$ cat src/shared/scb_consts.svh
// register offsets, field positions, reset values and counts for the type b control block
`ifndef SCB_CONSTS_SVH
`define SCB_CONSTS_SVH

`define SCB_ADDR_W 8
`define SCB_DATA_W 8
`define SCB_NBLK 4

`define SCB_BLK11_CTRL0 8'h84
`define SCB_BLK11_CTRL1 8'h85
`define SCB_BLK13_CTRL0 8'h8c
`define SCB_BLK13_CTRL1 8'h8d
`define SCB_BLK20_CTRL0 8'h90
`define SCB_BLK20_CTRL1 8'h91
`define SCB_BLK22_CTRL0 8'h98
`define SCB_BLK22_CTRL1 8'h99
`define SCB_BUS_ENABLES 8'ha0
`define SCB_GLOBAL_CTRL 8'ha1
`define SCB_STATUS 8'ha2

`define SCB_CTRL_RESET 8'h00

`define SCB_FB_CAP_BIT 7
`define SCB_PHASE_INV_BIT 6
`define SCB_A_SIGN_BIT 5
`define SCB_CAP_MSB 4
`define SCB_A_BRANCH_INPUT_SELECT_MSB 7
`define SCB_A_BRANCH_INPUT_SELECT_LSB 5
`define SCB_SH_DIS_BIT 6

`define SCB_FB_UNITS_SMALL 6'h10
`define SCB_FB_UNITS_LARGE 6'h20
`define SCB_FB_UNITS_W 6

`define SCB_A_BRANCH_INPUT_SELECT_HIGH_REF 3'h4
`define SCB_A_BRANCH_INPUT_SELECT_RSVD_A 3'h6
`define SCB_A_BRANCH_INPUT_SELECT_RSVD_B 3'h7
`define SCB_ASRC_W 6

`define SCB_PH2_CNT_W 10

`endif

$ cat src/shared/scb_pkg.sv
// types shared by the type b control block files
package scb_pkg;

  typedef enum logic [2:0] {
    SCB_PH_NONE = 3'b001,
    SCB_PH_ONE  = 3'b010,
    SCB_PH_TWO  = 3'b100
  } scb_phase_t;

  typedef logic [7:0] scb_reg_t;

endpackage
$ cat src/logic/scb_blk_phase.sv
// per-block clock phasing, output gating and comparator latch
`timescale 1ns/10ps
module scb_blk_phase (
  input wire logic clk,
  input wire logic rst_n,
  input wire logic ph1,
  input wire logic ph2,
  input wire logic ph1_rise,
  input wire logic ph1_fall,
  input wire logic ph2_rise,
  input wire logic ph2_fall,
  input wire logic late_ph2,
  input wire logic sh_dis,
  input wire logic phase_inv,
  input wire logic a_sign,
  input wire logic bus_en,
  input wire logic cmp_en,
  input wire logic cmp_lvl,
  output logic int_ph1_r,
  output logic int_ph2_r,
  output logic in_sample_r,
  output logic ref_sample_r,
  output logic out_connect_r,
  output logic col_oe_n_r,
  output logic cmp_bus_r,
  output logic cmp_held_r
);
  logic int_ph1;
  logic int_ph2;
  logic hold_win;
  logic capture;
  logic present;
  logic cmp_cap_r;

  assign int_ph1 = phase_inv ? ph2 : ph1;
  assign int_ph2 = phase_inv ? ph1 : ph2;

  assign hold_win = (sh_dis | phase_inv) ? int_ph2 : (ph2 & late_ph2);

  assign capture = phase_inv ? ph1_fall : ph2_fall;
  assign present = phase_inv ? ph2_rise : ph1_rise;

  always_ff @(posedge clk or negedge rst_n) begin
    if (!rst_n) begin
      int_ph1_r <= 1'b0;
      int_ph2_r <= 1'b0;
    end else begin
      int_ph1_r <= int_ph1;
      int_ph2_r <= int_ph2;
    end
  end

  always_ff @(posedge clk or negedge rst_n) begin
    if (!rst_n) begin
      in_sample_r <= 1'b0;
      ref_sample_r <= 1'b0;
    end else begin
      in_sample_r <= a_sign ? int_ph2 : int_ph1;
      ref_sample_r <= a_sign ? int_ph1 : int_ph2;
    end
  end

  always_ff @(posedge clk or negedge rst_n) begin
    if (!rst_n) begin
      out_connect_r <= 1'b0;
      col_oe_n_r <= 1'b1;
    end else begin
      out_connect_r <= bus_en & hold_win;
      // column bus drive, floats when disabled
      col_oe_n_r <= ~(bus_en & (phase_inv | hold_win));
    end
  end

  always_ff @(posedge clk or negedge rst_n) begin
    if (!rst_n) begin
      cmp_cap_r <= 1'b0;
      cmp_held_r <= 1'b0;
    end else begin
      if (capture) begin
        cmp_cap_r <= cmp_lvl;
      end
      if (present) begin
        cmp_held_r <= cmp_cap_r;
      end
    end
  end

  always_ff @(posedge clk or negedge rst_n) begin
    if (!rst_n) begin
      cmp_bus_r <= 1'b0;
    end else begin
      cmp_bus_r <= cmp_en & (present ? cmp_cap_r : cmp_held_r);
    end
  end
endmodule

$ cat src/logic/scb_top.sv
// register file, phase tracking and capacitor/mux decode for four type b blocks
//
// The implementer's own choice: the plain strobed port.
`timescale 1ns/10ps
`include "scb_consts.svh"

// How it works
// - feedback size bit picks 16 or 32
// - phase bit swaps internal phase clocks
// - output bus joined late phase two only
// - phase bit set joins whole phase two
// - global disable joins whole phase two
// - comparator latch captures, presents, holds steady
// - phase bit picks capture and present edges
// - sign bit swaps input and reference phase
// - a capacitor field is plain count
// - b capacitor field is plain count
// - input select codes 110/111 reserved
// - input select routes source, 100 high ref
// - phase bit and enable shape column drive
// - enable clear floats column bus
// - undriven comparator bus reads low
module scb_top #(
  parameter int NBLK = `SCB_NBLK,
  parameter int CNT_W = `SCB_PH2_CNT_W
) (
  input wire logic REF_CLK,
  input wire logic NRST,
  input wire logic [7:0] ADDR,
  input wire logic [7:0] WDATA,
  input wire logic WR,
  input wire logic RD,
  output logic [7:0] RDATA,
  input wire logic PHASE_ONE_CLOCK,
  input wire logic PHASE_TWO_CLOCK,
  input wire logic [3:0] COMPARATOR_LEVEL,
  output logic [23:0] FEEDBACK_CAP_SIZE,
  output logic [19:0] A_CAP_UNITS,
  output logic [19:0] B_CAP_UNITS,
  output logic [23:0] A_BRANCH_INPUT_SELECT,
  output logic [3:0] A_SELECT_RESERVED,
  output logic [3:0] INT_PHASE_ONE,
  output logic [3:0] INT_PHASE_TWO,
  output logic [3:0] A_INPUT_SAMPLE,
  output logic [3:0] A_REF_SAMPLE,
  output logic [3:0] OUT_BUS_CONNECT,
  output logic [3:0] COLUMN_BUS_OE_N,
  output logic [3:0] COMPARATOR_COLUMN_BUS
);

  logic rst_s1_r;
  logic rst_n_r;

  // reset enters asynchronously, is released through two flops
  always_ff @(posedge REF_CLK or negedge NRST) begin
    if (!NRST) begin
      rst_s1_r <= 1'b0;
      rst_n_r <= 1'b0;
    end else begin
      rst_s1_r <= 1'b1;
      rst_n_r <= rst_s1_r;
    end
  end

  // pin synchronisers: three stages, level accepted when stages two and three agree
  logic [5:0] pin_in;
  logic [5:0] sy1_r;
  logic [5:0] sy2_r;
  logic [5:0] sy3_r;
  logic [5:0] pin_f_r;

  assign pin_in = {COMPARATOR_LEVEL, PHASE_TWO_CLOCK, PHASE_ONE_CLOCK};

  always_ff @(posedge REF_CLK or negedge rst_n_r) begin
    if (!rst_n_r) begin
      sy1_r <= 6'h00;
      sy2_r <= 6'h00;
      sy3_r <= 6'h00;
    end else begin
      sy1_r <= pin_in;
      sy2_r <= sy1_r;
      sy3_r <= sy2_r;
    end
  end

  // the filter looks only at stages two and three, never the first
  always_ff @(posedge REF_CLK or negedge rst_n_r) begin
    if (!rst_n_r) begin
      pin_f_r <= 6'h00;
    end else begin
      for (int i = 0; i < 6; i++) begin
        if (sy2_r[i] == sy3_r[i]) begin
          pin_f_r[i] <= sy2_r[i];
        end
      end
    end
  end

  logic ph1;
  logic ph2;
  logic ph1_d_r;
  logic ph2_d_r;
  logic ph1_rise;
  logic ph1_fall;
  logic ph2_rise;
  logic ph2_fall;

  assign ph1 = pin_f_r[0];
  assign ph2 = pin_f_r[1];

  always_ff @(posedge REF_CLK or negedge rst_n_r) begin
    if (!rst_n_r) begin
      ph1_d_r <= 1'b0;
      ph2_d_r <= 1'b0;
    end else begin
      ph1_d_r <= ph1;
      ph2_d_r <= ph2;
    end
  end

  assign ph1_rise = ph1 & ~ph1_d_r;
  assign ph1_fall = ~ph1 & ph1_d_r;
  assign ph2_rise = ph2 & ~ph2_d_r;
  assign ph2_fall = ~ph2 & ph2_d_r;

  // external phase tracker; phase two length is measured so its second half can be found
  scb_pkg::scb_phase_t phase_r;
  logic [CNT_W-1:0] ph2_cnt_r;
  logic [CNT_W-1:0] ph2_len_r;
  logic late_ph2;

  always_ff @(posedge REF_CLK or negedge rst_n_r) begin
    if (!rst_n_r) begin
      phase_r <= scb_pkg::SCB_PH_NONE;
    end else begin
      unique case (phase_r)
        scb_pkg::SCB_PH_NONE: begin
          if (ph2) begin
            phase_r <= scb_pkg::SCB_PH_TWO;
          end else if (ph1) begin
            phase_r <= scb_pkg::SCB_PH_ONE;
          end
        end
        scb_pkg::SCB_PH_ONE: begin
          if (!ph1) begin
            phase_r <= ph2 ? scb_pkg::SCB_PH_TWO : scb_pkg::SCB_PH_NONE;
          end
        end
        scb_pkg::SCB_PH_TWO: begin
          if (!ph2) begin
            phase_r <= ph1 ? scb_pkg::SCB_PH_ONE : scb_pkg::SCB_PH_NONE;
          end
        end
        default: begin
          phase_r <= scb_pkg::SCB_PH_NONE;
        end
      endcase
    end
  end

  // counter saturates so a stopped clock cannot wrap it
  always_ff @(posedge REF_CLK or negedge rst_n_r) begin
    if (!rst_n_r) begin
      ph2_cnt_r <= '0;
    end else if (ph2_rise) begin
      ph2_cnt_r <= '0;
    end else if (ph2 && ph2_cnt_r != {CNT_W{1'b1}}) begin
      ph2_cnt_r <= ph2_cnt_r + 1'b1;
    end
  end

  always_ff @(posedge REF_CLK or negedge rst_n_r) begin
    if (!rst_n_r) begin
      ph2_len_r <= '0;
    end else if (ph2_fall) begin
      ph2_len_r <= ph2_cnt_r;
    end
  end

  // second half uses last measured length
  assign late_ph2 = (phase_r == scb_pkg::SCB_PH_TWO) && (ph2_cnt_r >= (ph2_len_r >> 1));

  // register file: each block owns two control bytes
  logic [7:0] ctrl0_r [NBLK];
  logic [7:0] ctrl1_r [NBLK];
  logic [7:0] bus_en_r;
  logic [7:0] glob_r;
  logic [7:0] status;
  logic [7:0] rd_mux;
  logic [3:0] cmp_held;

  localparam logic [7:0] CTRL0_OFS [4] = '{`SCB_BLK11_CTRL0, `SCB_BLK13_CTRL0,
                                          `SCB_BLK20_CTRL0, `SCB_BLK22_CTRL0};
  localparam logic [7:0] CTRL1_OFS [4] = '{`SCB_BLK11_CTRL1, `SCB_BLK13_CTRL1,
                                          `SCB_BLK20_CTRL1, `SCB_BLK22_CTRL1};

  always_ff @(posedge REF_CLK or negedge rst_n_r) begin
    if (!rst_n_r) begin
      for (int i = 0; i < NBLK; i++) begin
        ctrl0_r[i] <= `SCB_CTRL_RESET;
        ctrl1_r[i] <= `SCB_CTRL_RESET;
      end
    end else if (WR) begin
      for (int i = 0; i < NBLK; i++) begin
        if (ADDR == CTRL0_OFS[i]) begin
          ctrl0_r[i] <= WDATA;
        end
        if (ADDR == CTRL1_OFS[i]) begin
          ctrl1_r[i] <= WDATA;
        end
      end
    end
  end

  // low nibble enables column bus drive, high nibble comparator drive
  always_ff @(posedge REF_CLK or negedge rst_n_r) begin
    if (!rst_n_r) begin
      bus_en_r <= `SCB_CTRL_RESET;
      glob_r <= `SCB_CTRL_RESET;
    end else if (WR) begin
      if (ADDR == `SCB_BUS_ENABLES) begin
        bus_en_r <= WDATA;
      end
      if (ADDR == `SCB_GLOBAL_CTRL) begin
        glob_r <= WDATA;
      end
    end
  end

  assign status = {2'b00, ph2, ph1, cmp_held};

  always_comb begin
    rd_mux = 8'h00;
    for (int i = 0; i < NBLK; i++) begin
      if (ADDR == CTRL0_OFS[i]) begin
        rd_mux = ctrl0_r[i];
      end
      if (ADDR == CTRL1_OFS[i]) begin
        rd_mux = ctrl1_r[i];
      end
    end
    if (ADDR == `SCB_BUS_ENABLES) begin
      rd_mux = bus_en_r;
    end
    if (ADDR == `SCB_GLOBAL_CTRL) begin
      rd_mux = glob_r;
    end
    if (ADDR == `SCB_STATUS) begin
      rd_mux = status;
    end
  end

  // read data stand only in the cycle after the strobe
  always_ff @(posedge REF_CLK or negedge rst_n_r) begin
    if (!rst_n_r) begin
      RDATA <= 8'h00;
    end else begin
      RDATA <= RD ? rd_mux : 8'h00;
    end
  end

  // capacitor and input mux decode, registered per block
  for (genvar b = 0; b < NBLK; b++) begin : g_blk
    logic [2:0] a_branch_input_select;
    logic [5:0] src;
    logic rsvd;

    assign a_branch_input_select = ctrl1_r[b][`SCB_A_BRANCH_INPUT_SELECT_MSB:`SCB_A_BRANCH_INPUT_SELECT_LSB];

    always_comb begin
      src = 6'h00;
      rsvd = 1'b0;
      if (a_branch_input_select == `SCB_A_BRANCH_INPUT_SELECT_RSVD_A || a_branch_input_select == `SCB_A_BRANCH_INPUT_SELECT_RSVD_B) begin
        rsvd = 1'b1;
      end else begin
        src[a_branch_input_select] = 1'b1;
      end
    end

    always_ff @(posedge REF_CLK or negedge rst_n_r) begin
      if (!rst_n_r) begin
        FEEDBACK_CAP_SIZE[b*6 +: 6] <= `SCB_FB_UNITS_SMALL;
        A_CAP_UNITS[b*5 +: 5] <= 5'h00;
        B_CAP_UNITS[b*5 +: 5] <= 5'h00;
        A_BRANCH_INPUT_SELECT[b*6 +: 6] <= 6'h01;
        A_SELECT_RESERVED[b] <= 1'b0;
      end else begin
        FEEDBACK_CAP_SIZE[b*6 +: 6] <= ctrl0_r[b][`SCB_FB_CAP_BIT] ?
          `SCB_FB_UNITS_LARGE : `SCB_FB_UNITS_SMALL;
        A_CAP_UNITS[b*5 +: 5] <= ctrl0_r[b][`SCB_CAP_MSB:0];
        B_CAP_UNITS[b*5 +: 5] <= ctrl1_r[b][`SCB_CAP_MSB:0];
        A_BRANCH_INPUT_SELECT[b*6 +: 6] <= src;
        A_SELECT_RESERVED[b] <= rsvd;
      end
    end

    // each block driven by its own bytes
    scb_blk_phase u_phase (
      .clk(REF_CLK),
      .rst_n(rst_n_r),
      .ph1(ph1),
      .ph2(ph2),
      .ph1_rise(ph1_rise),
      .ph1_fall(ph1_fall),
      .ph2_rise(ph2_rise),
      .ph2_fall(ph2_fall),
      .late_ph2(late_ph2),
      .sh_dis(glob_r[`SCB_SH_DIS_BIT]),
      .phase_inv(ctrl0_r[b][`SCB_PHASE_INV_BIT]),
      .a_sign(ctrl0_r[b][`SCB_A_SIGN_BIT]),
      .bus_en(bus_en_r[b]),
      .cmp_en(bus_en_r[b+4]),
      .cmp_lvl(pin_f_r[b+2]),
      .int_ph1_r(INT_PHASE_ONE[b]),
      .int_ph2_r(INT_PHASE_TWO[b]),
      .in_sample_r(A_INPUT_SAMPLE[b]),
      .ref_sample_r(A_REF_SAMPLE[b]),
      .out_connect_r(OUT_BUS_CONNECT[b]),
      .col_oe_n_r(COLUMN_BUS_OE_N[b]),
      .cmp_bus_r(COMPARATOR_COLUMN_BUS[b]),
      .cmp_held_r(cmp_held[b])
    );
  end

endmodule

$ cat config.mk
export PLATFORM = sky130hd
export DESIGN_NAME = scb_top
export DESIGN_NICKNAME = d
export VERILOG_FILES = /design/src/shared/scb_pkg.sv /design/src/logic/scb_blk_phase.sv /design/src/logic/scb_top.sv
export VERILOG_INCLUDE_DIRS = /design/src /design/src/shared
export SDC_FILE = /design/constraint.sdc
export NUM_CORES = 1
export LEC_CHECK = 0
export BUFFER_PORTS_ARGS = -buffer_cell sky130_fd_sc_hd__buf_2
export CORE_MARGIN = 5
export CORE_UTILIZATION = 34
export CTS_CLUSTER_DIAMETER = 60
export DETAILED_ROUTE_END_ITERATION = 16
export HOLD_SLACK_MARGIN = 0.02
export PLACE_DENSITY = 0.53
export SLEW_MARGIN = 20
export SYNTH_ARGS = -nofsm -noshare
export SYNTH_HDL_FRONTEND = slang
export SYNTH_HIERARCHICAL = 1
export SYNTH_SLANG_ARGS = --single-unit
$ cat constraint.sdc
create_clock -name REF_CLK -period 9.9 [get_ports REF_CLK]
set_input_delay 1.485 -clock REF_CLK [delete_from_list [all_inputs] [get_ports REF_CLK]]
set_output_delay 1.485 -clock REF_CLK [all_outputs]
set_load 0.05 [all_outputs]
==> results of run 1 <==
flip-flops by register name, indices dropped and copies added, names as in the netlist, 8 cells and up:
register,count
ctrl0_r,32
ctrl1_r,32
glob_r,8
bus_en_r,8
ph2_cnt_r,10
A_BRANCH_INPUT_SELECT,24
FEEDBACK_CAP_SIZE,8
ph2_len_r,9
B_CAP_UNITS,20
RDATA,8
A_CAP_UNITS,20
power groups by stage:
stage / clock [W] / combinational [W] / sequential, W
global route: 0.00106 / 0.000324 / 0.00117
global placement: 0 / 0.000299 / 0.00118
floorplan: 0 / 0.000147 / 0.00125
detailed placement: 0 / 0.000301 / 0.00118
finish: 0.000993 / 0.000298 / 0.00116
CTS: 0.00103 / 0.000302 / 0.00116
cells in the final DEF (no fill, tap or decap), types with 5 or more instances in the layout:
| cell | Yosys | routed |
|---|---|---|
| dfrtp_1 | 237 | 236 |
| buf_2 | 11 | 137 |
| mux2_2 | 94 | 94 |
| nand2_1 | 40 | 40 |
| clkbuf_16 | 0 | 29 |
| nor2_1 | 28 | 28 |
| o21ai_0 | 24 | 24 |
| inv_1 | 22 | 22 |
| a21oi_1 | 20 | 20 |
| mux2i_1 | 17 | 17 |
| conb_1 | 2 | 17 |
| dfstp_2 | 13 | 13 |
| nor3b_1 | 13 | 13 |
| nand3_1 | 12 | 12 |
| mux2_1 | 12 | 12 |
| ha_1 | 10 | 10 |
| nor3_1 | 8 | 8 |
| and3b_1 | 8 | 8 |
| clkbuf_1 | 5 | 8 |
| xnor2_1 | 7 | 7 |
| o22ai_1 | 6 | 6 |
| and2_1 | 6 | 6 |
| o21a_1 | 6 | 6 |
| maj3_1 | 6 | 6 |
| mux4_2 | 5 | 5 |
| a31o_2 | 5 | 5 |
| xor2_1 | 5 | 5 |
layout make-up:
cell class	count	area [µm²]
inverters	24	90.1
clock buffers	41	811
flip-flops and latches	250	6280
fillers	2775	17100
repair buffers	142	727
multi-input cells	427	3430
well taps	384	480
clock inverters	7	73.8
cells by family (layout without fill, tap and decap cells):
logic type,after synthesis,in the layout,synth area share
AND/OR/NAND/NOR,153,153,0.0866
flip-flops,250,250,0.626
XOR/XNOR,12,12,0.0105
other,2,17,0.000749
AO/OA/AOI/OAI,93,93,0.0609
multiplexers,136,136,0.159
buffers and inverters,70,214,0.0381
adder cells (fa/ha/maj),16,16,0.0185
through the flow:
step / setup slack [ns] / utilization / hold WS, ns / power [W]
floorplan: 2.44 / - / 0.331 / 0.00140
global placement: 6.20 / 0.380 / 0.329 / 0.00148
detailed placement: 6.18 / 0.380 / 0.325 / 0.00148
CTS: 6.73 / 0.411 / 0.332 / 0.00249
global route: 6.52 / 0.411 / 0.357 / 0.00256
finish: 6.68 / 0.411 / 0.301 / 0.00245
layer usage:
metal / share of wire / wire length [µm] / GRT usage
met5: 0 / 0 / 0
met4: 0.021 / 505 / 0.0345
met1: 0.49 / 11800 / 0.219
met2: 0.44 / 10700 / 0.218
met3: 0.049 / 1180 / 0.0260
how the worst max path moves through the flow:
stage                     startpoint                         to  slack [ns]  cells after the start
after detailed placement     ADDR[0]                ctrl1_r[17]        6.18                      7
after global placement       ADDR[0]                ctrl1_r[21]        6.20                      7
after floorplan              rst_n_r  A_BRANCH_INPUT_SELECT[10]        2.44                      0
after CTS                    ADDR[0]                ctrl1_r[29]        6.73                      7
after global routing         ADDR[5]                ctrl1_r[12]        6.52                      5
final                        ADDR[5]                ctrl1_r[10]        6.68                      5
==> impl_metrics.toml, run 1 <==
[status]
status = "completed"

[timing]
final-setup-viol-count = 0
rsz0062_at_grt = "no"
slew_violations = 0
fin_skew_ns = 0.0119
worst_pin_slew_ns = 1.06
fin_setup_tns_ns = 0
finalHoldViolCount = 0
clock.fmax_mhz = 311
post-route-period-util = 0.325
slew_headroom = 0.290
min_period_ns = 3.22

[cts]
cts_hold_buf = 0
cts-resized-gates = 0
cts_buffers = 28
clock_path_buffers = 3
cts.sinks = 250
cts_tree = "built"
h-tree-depth = 1
clkTransAtPathRegs_ns = 0.06
cts_setup_buffers = 0
clock-root-buffer = "clkbuf_16"
clock_latency_ns = 0.53

[detailed_routing]
drt_iter0_markers = 383
via_per_inst = 4.85
drt_wl_total_um = 24200
antenna_left = 0
vias = 6187
first_pass_iters = 4
wire_per_inst_um = 19.0
drc = 0

[cells_and_area]
stdcell_count = 1275
nets = 909
drive_above_1_share = 0.370
design_area_um2 = 11900
syn_to_final_growth_pct = 18.6
n_antenna_cell = 0

[worst_setup_path]
cp-end-kind = "register"
cp_slowest_stage_delay_ns = 0.69
cp_slowest_cell = "nor3_2"
startpoint_type = "input port"
arrival_ns = 3.63
critical_path_class = "in -> reg"
critPathMaxFanout = 15
reg2reg_slack_ns = 7.05
worstPathCellList = "buf_2, nand4bb_1, nor3_2, nand3_1, mux2_2"
crit_required_ns = 10.31
reg2reg_depth = 10
r2r-end = "g_blk[2].u_phase/col_oe_n_r"
reg2reg_from = "ph2_cnt_r[0]"
cp.buffers_inverters = 1
path_delay_family = "simple AND/OR/NAND/NOR gates"

[yosys]
synth_area_leader_cell = "dfrtp_1"
synth_edf_count = 0
syn_avg_cell_area_um2 = 13.7
ys_seq_area_frac = 0.626
async_reset_ff_frac = 1.00
synth_top_area_share = 0.592
synth-seq-cells = 250
synth_most_common_cell = "dfrtp_1"
synth_ff_type = "dfrtp_1"
netlist_instances = 732
ys_warn_count = 6
synth_area_um2 = 10000
netlist_top_cells_count = "237 x dfrtp_1, 94 x mux2_2, 40 x nand2_1"
synthTopCellsByArea = "dfrtp_1 59%, mux2_2 11%, dfstp_2 3.4%, mux2i_1 1.7%, nand2_1 1.5%"
synth.distinct_cells = 71

[power_and_ir_drop]
p_seq_frac = 0.473
p_switching_w = 0.000663
pwr-share-comb = 0.122
internal-power_w = 0.00179
power.density_nw_per_um2 = 206
p_clk_frac = 0.405
peakVddDrop_v = 0.000109
switching_share = 0.271
p_leak_nw = 5.81

[global_routing]
grt_pass1_wl_um = 38500
grt_start_max_net_pins = 83
grt_pass1_vias = 6335
track_usage = 0.145
antenna_found_initial = 0
overflow = 0

[placed_design]
place_area_um2 = 11000
finalWeightedCongestion = 0.790
hpwlAfterDp_um = 16600
portBuffers = 137
dp.cells = 1227

[floorplan]
initial_utilization = 0.346
rows = 62
coreArea_um2 = 28900
boundaryPins = 154
chipHeight_um = 182
dieArea_um2 = 33000
die_w_um = 182

[job]
cap_violations = 0

[hold_path]
hold_path.class = "reg -> async"
Power figures use the tool's default switching activity.
==> inputs of run 2 (changes only) <==
--- a/config.mk
+++ b/config.mk
@@ -6,6 +6,7 @@
 export SDC_FILE = /design/constraint.sdc
 export NUM_CORES = 1
 export LEC_CHECK = 0
+export ABC_AREA = 1
 export BUFFER_PORTS_ARGS = -buffer_cell sky130_fd_sc_hd__buf_2
 export CORE_MARGIN = 5
 export CORE_UTILIZATION = 34
==> constraint.sdc (replaced) <==
create_clock -name REF_CLK -period 3 [get_ports REF_CLK]
set_input_delay 0.45 -clock REF_CLK [delete_from_list [all_inputs] [get_ports REF_CLK]]
set_output_delay 0.45 -clock REF_CLK [all_outputs]
set_load 0.05 [all_outputs]
==> run 2 against run 1 <==
Compared with the run above: combinational power grew to 3.7 times the previous value; design area is 4.8% higher; total power grew to 3.6 times the previous value; cell count is 26% higher; first-iteration DRC count is 30% higher; worst setup slack worse by 5.6 ns; synthesized area is 2.2% higher.
==> impl_metrics.toml, run 2 <==
[cells_and_area]
utilization = 0.419
nFillCells = 2924
final_common_cell = "dfrtp_1"
n_antenna_cell = 0
nets = 1230
syn_to_final_growth_pct = 21.6
reg_top3 = "ctrl0_r: 32 flops, ctrl1_r: 32 flops, A_BRANCH_INPUT_SELECT: 24 flops"
layout.cells.most_common_list = "236 x dfrtp_1, 228 x nand2_1, 137 x buf_2"
stdcell_count = 1608
drive_above_1_share = 0.264

[timing]
min_period_ns = 1.92
fin_skew_ns = 0.0459
fin_hold_ws_ns = 0.0419
clock.fmax_mhz = 520
rsz0062_at_grt = "no"
post-route-period-util = 0.641
finalHoldViolCount = 0
fin_setup_tns_ns = 0
setup_slack_ns = 1.08
slew_headroom = 0.519
slew_violations = 0
worst_pin_slew_ns = 0.719
final-setup-viol-count = 0

[placed_design]
hpwlAfterDp_um = 18900
pre_cts_ws_ns = 0.967
finalWeightedCongestion = 0.865
dp.cells = 1546
portBuffers = 137

[worst_setup_path]
cp.buffers_inverters = 2
reg2reg_slack_ns = 1.08
critical_path_class = "reg -> reg"
path_delay_family = "simple AND/OR/NAND/NOR gates"
cp_slowest_cell = "dfrtp_1"
reg2reg_depth = 11
critPathMaxFanout = 13
cp-end-kind = "register"
cp_common_cell = "nand2_1"
r2r-end = "ph2_cnt_r[3]"
reg2reg_from = "ph2_cnt_r[1]"
arrival_ns = 2.39
cp_slowest_stage_delay_ns = 0.39
crit_required_ns = 3.46
startpoint_type = "register"
worstPathCellList = "ha_1, inv_1, nor3_1, nand2_1, nor2_1, nand3_1, nand2_2, inv_2, nand2_1, o21ai_1, a21oi_1"

[yosys]
synth-seq-cells = 250
ys_warn_count = 6
synth_area_um2 = 10200
synth_area_leader_cell = "dfrtp_1"
netlist_instances = 1034
synth_most_common_cell = "dfrtp_1"
synth_top_area_share = 0.579
ys_seq_area_frac = 0.613
synthTopCellsByArea = "dfrtp_1 58%, nand2_1 8.4%, inv_1 4.6%, o21ai_1 3.7%, dfstp_2 3.3%"
synth_ff_type = "dfrtp_1"
async_reset_ff_frac = 1.00
netlist_top_cells_count = "237 x dfrtp_1, 228 x nand2_1, 126 x inv_1"
synth_edf_count = 0
syn_avg_cell_area_um2 = 9.90
synth.distinct_cells = 42

[job]
cap_violations = 0

[power_and_ir_drop]
peakVddDrop_v = 0.000554
p_clk_frac = 0.442
internal-power_w = 0.00626
pwr-share-comb = 0.126
p_leak_nw = 6.16
p_seq_frac = 0.432
switching_share = 0.283
power.density_nw_per_um2 = 701
p_switching_w = 0.00247

[hold_path]
hold_path.class = "in -> reg"
holdCritStartpoint = "PHASE_ONE_CLOCK"
whs_endpoint = "sy1_r[0]"
whs_path_depth = 1

[cts]
clock-root-buffer = "clkbuf_16"
cts_tree = "built"
cts_buffers = 30
clkTransAtPathRegs_ns = 0.06
h-tree-depth = 1
cts_setup_buffers = 0
cts.sinks = 250
clock_latency_ns = 0.57
clock_path_buffers = 3

[global_routing]
overflow = 0
antenna_found_initial = 2
grt_pass1_vias = 7430
grt_pass1_wl_um = 42400
grt_start_max_net_pins = 75
track_usage = 0.158

[status]
status = "completed"

[detailed_routing]
drt_wl_total_um = 26500
wire_per_inst_um = 16.5
antenna_left = 0
vias = 7270
drc = 0
drt_iter0_markers = 499
first_pass_iters = 5
via_per_inst = 4.52

[floorplan]
boundaryPins = 154
chipHeight_um = 184
die_w_um = 184
rows = 63
coreArea_um2 = 29700
dieArea_um2 = 33700
initial_utilization = 0.345
## run 2: changes by cell type after synthesis, moves of 17 or more
cell,change
mux2_2,-94
mux2i_1,-17
nand4_1,+17
o21ai_1,+73
nor2_1,+19
nand2_2,+34
nor3_1,+24
inv_1,+104
nand2_1,+188
## run 2: per-stage QoR
step	instance area, µm²	total power [W]
after floorplan	10300	0.00464
after global placement	11300	0.00492
after detailed placement	11300	0.00494
after CTS	12500	0.00885
after global routing	12500	0.00913
final	12500	0.00873
## run 2: metal layers
metal,part of all wire,GRT usage,vias up,wire length (µm)
met5,0.00072,0,-,19
met4,0.023,0.0367,4,612
met3,0.050,0.0319,42,1330
met2,0.47,0.251,172,12400
met1,0.46,0.224,3452,12100
li1,-,-,3600,-
## run 2: worst max-delay path by stage
stage	endpoint	from	depth (start not counted)
after floorplan	A_BRANCH_INPUT_SELECT[10]	rst_n_r	0
after global placement	RDATA[1]	ADDR[6]	13
after detailed placement	ctrl0_r[18]	ADDR[6]	7
after CTS	g_blk[0].u_phase/out_connect_r	ph2_cnt_r[5]	11
after global routing	ph2_cnt_r[4]	ph2_cnt_r[1]	10
final	ph2_cnt_r[3]	ph2_cnt_r[1]	11
## run 2: layout make-up
type / instances / area (µm²) / area share
Clock inverter: 20 / 279 / 0.0224
Sequential cell: 250 / 6280 / 0.504
Timing Repair Buffer: 152 / 838 / 0.0673
Multi-Input combinational cell: 613 / 3210 / 0.258
Inverter: 147 / 562 / 0.0451
Clock buffer: 36 / 803 / 0.0645
Tap cell: 390 / 488 / 0.0392
## run 2: cell families after synthesis
group | count (synthesis) | share of synthesized area
fa+ha+maj | 16 | 0.0181
other cells | 2 | 0.000733
compound gates | 151 | 0.0899
buf+inv | 186 | 0.0797
simple gates | 425 | 0.196
xor+xnor | 4 | 0.00342
flops | 250 | 0.613
## run 2: repair_timing
item | in CTS | in global routing
endpoints found under the hold margin | 7 | 0
resized for setup | 0 | 0
hold buffers | 6 | 0
## run 2: worst register-to-register path, cell delays in order, from the launching register on
cell and delay [ns]:
dfrtp_1 0.39, ha_1 0.17, inv_1 0.07, nor3_1 0.25
nand2_1 0.09, nor2_1 0.16, nand3_1 0.11, nand2_2 0.24
inv_2 0.11, nand2_1 0.09, o21ai_1 0.06, a21oi_1 0.11
## run 2: power by group through the flow
stage / combinational [W] / sequential, W / clock [W]
after floorplan: 0.000556 / 0.00408 / 0
after global placement: 0.00109 / 0.00383 / 0
after detailed placement: 0.00110 / 0.00383 / 0
after CTS: 0.00111 / 0.00378 / 0.00395
after global routing: 0.00121 / 0.00380 / 0.00411
final: 0.00110 / 0.00377 / 0.00386
==> inputs of run 3 (changes only) <==
--- a/config.mk
+++ b/config.mk
@@ -13,7 +13,7 @@
 export CTS_CLUSTER_DIAMETER = 60
 export DETAILED_ROUTE_END_ITERATION = 16
 export HOLD_SLACK_MARGIN = 0.02
-export PLACE_DENSITY = 0.53
+export PLACE_DENSITY = 0.55
 export SLEW_MARGIN = 20
 export SYNTH_ARGS = -nofsm -noshare
 export SYNTH_HDL_FRONTEND = slang
==> constraint.sdc (replaced) <==
create_clock -name REF_CLK -period 1.75 [get_ports REF_CLK]
set_input_delay 0.2625 -clock REF_CLK [delete_from_list [all_inputs] [get_ports REF_CLK]]
set_output_delay 0.2625 -clock REF_CLK [all_outputs]
set_load 0.05 [all_outputs]
==> run 3 against run 2 <==
Compared with the run above: clock skew down 0.034 ns; sequential power up 71%; sequential share of layout area down 2.5 points; clock-buffer cell count up 2; total power up 79%; clock power up 82%; via count up 4.6%; hold slack better by 0.17 ns; critical endpoint is now g_blk[1].u_phase/out_connect_r.
==> impl_metrics.toml, run 3 (same netlist as run 2, synthesis figures left out) <==
[status]
status = "completed"

[global_routing]
grt_pass1_wl_um = 43100
grt_pass1_vias = 7629
antenna_found_initial = 1
track_usage = 0.160
grt_start_max_net_pins = 90
overflow = 0

[power_and_ir_drop]
p_leak_nw = 6.49
peakVddDrop_v = 0.000687
p_switching_w = 0.00434
power.density_nw_per_um2 = 1190
p_seq_frac = 0.413
internal-power_w = 0.0113
switching_share = 0.278
p_total_w = 0.0156
p_clk_frac = 0.450
pwr-share-comb = 0.138

[floorplan]
rows = 63
dieArea_um2 = 33700
initial_utilization = 0.345
boundaryPins = 154
coreArea_um2 = 29700
chipHeight_um = 184
die_w_um = 184

[cells_and_area]
nets = 1286
utilization = 0.441
nFillCells = 2825
syn_to_final_growth_pct = 28.0
multi_input_area_um2 = 3350
drive_above_1_share = 0.316
ff_latch_area_um2 = 6280
final_common_cell = "dfrtp_1"
layout.cells.most_common_list = "236 x dfrtp_1, 218 x nand2_1, 137 x buf_2"
n_antenna_cell = 0
reg_top3 = "ctrl0_r: 32 flops, ctrl1_r: 32 flops, A_BRANCH_INPUT_SELECT: 24 flops"

[timing]
fin_skew_ns = 0.0114
clock.fmax_mhz = 583
min_period_ns = 1.71
final-setup-viol-count = 0
rsz0062_at_grt = "yes"
setup_slack_ns = 0.0356
slew_violations = 0
fin_hold_ws_ns = 0.217
fin_setup_tns_ns = 0
finalHoldViolCount = 0
worst_pin_slew_ns = 0.629
post-route-period-util = 0.980
slew_headroom = 0.580

[worst_setup_path]
critical_path_class = "reg -> reg"
reg2reg_slack_ns = 0.04
crit_required_ns = 2.22
arrival_ns = 2.19
critPathMaxFanout = 4
startpoint_type = "register"
cp-end-kind = "register"

[detailed_routing]
via_per_inst = 4.57
drc = 0
vias = 7606
drt_iter0_markers = 474
wire_per_inst_um = 16.3
antenna_left = 0
first_pass_iters = 5
drt_wl_total_um = 27000

[cts]
clock-root-buffer = "clkbuf_16"
cts_buffers = 31
cts_tree = "built"
cts.sinks = 250
clock_latency_ns = 0.55
h-tree-depth = 1
clkTransAtPathRegs_ns = 0.06
clock_path_buffers = 3

[placed_design]
portBuffers = 137
hpwlAfterDp_um = 19400
finalWeightedCongestion = 0.886
pre_cts_ws_ns = -0.0492

[hold_path]
hold_path.class = "in -> reg"

[job]
cap_violations = 0
run 3: cell types whose count changed in the layout (fill, tap and decap cells not counted), sizes merged:
cell,delta
dlygate4sd3,+3
buf,+52
clkinv,-5
clkbuf,+2
clkinvlp,+1
inv,+2
bufinv,+1
run 3: final cells by class:
class / count / share of cell area
Clock buffer: 38 / 0.0658
Clock inverter: 19 / 0.0220
Inverter: 147 / 0.0431
Multi-Input combinational cell: 613 / 0.256
Sequential cell: 250 / 0.479
Tap cell: 390 / 0.0372
Timing Repair Buffer: 207 / 0.0973
run 3: worst paths after layout:
kind                              startpoint                             end  cells after the start
worst max-delay path            ph2_cnt_r[5]  g_blk[1].u_phase/out_connect_r                     11
worst min-delay path                WDATA[3]                       glob_r[3]                      3
worst max register to register  ph2_cnt_r[5]  g_blk[1].u_phase/out_connect_r                     11
worst min register to register       rst_n_r                     ctrl1_r[30]                      1
max in group asynchronous            rst_n_r                        sy1_r[5]                      2
min in group asynchronous            rst_n_r                     ctrl1_r[30]                      1
run 3: worst max-delay path, stage by stage, from the launching register on:
cell and delay [ns]:
dfrtp_1 0.40, ha_4 0.29, nand2_4 0.06, nor4_4 0.26
nand3_1 0.09, nand4_1 0.09, nand2_1 0.07, inv_2 0.09
inv_1 0.05, nand2_2 0.05, nand2_2 0.06, a21boi_2 0.13
run 3: metal layers:
| metal | share of wire | up-vias | global-route usage |
|---|---|---|---|
| met1 | 0.44 | 3652 | 0.219 |
| met2 | 0.49 | 183 | 0.266 |
| met3 | 0.052 | 45 | 0.0301 |
| met5 | 0.00026 | - | 0 |
| met4 | 0.019 | 2 | 0.0367 |
| li1 | - | 3724 | - |
run 3: metrics by stage:
| step | area [µm²] | std cells |
|---|---|---|
| floorplan | 10300 | 1049 |
| global placement | 11700 | 1593 |
| detailed placement | 11700 | 1593 |
| CTS | 13000 | 1661 |
| global route | 13100 | 1664 |
| finish | 13100 | 1664 |
run 3: power by group through the flow:
stage / Clock, W / Combinational [W] / Sequential [W]
2_1_floorplan: 0 / 0.000952 / 0.00699
3_3_place_gp: 0 / 0.00201 / 0.00654
3_5_place_dp: 0 / 0.00203 / 0.00654
4_1_cts: 0.00717 / 0.00213 / 0.00644
5_1_grt: 0.00740 / 0.00237 / 0.00648
6_report: 0.00701 / 0.00215 / 0.00644
run 3: timing repair:
action | in CTS | in global routing
hold endpoints to repair | 9 | 0
gates resized for setup | 6 | 27
buffers inserted | 2 | 3
hold buffers | 9 | 0
setup endpoints to repair | 8 | 16
pin swaps | 5 | 9
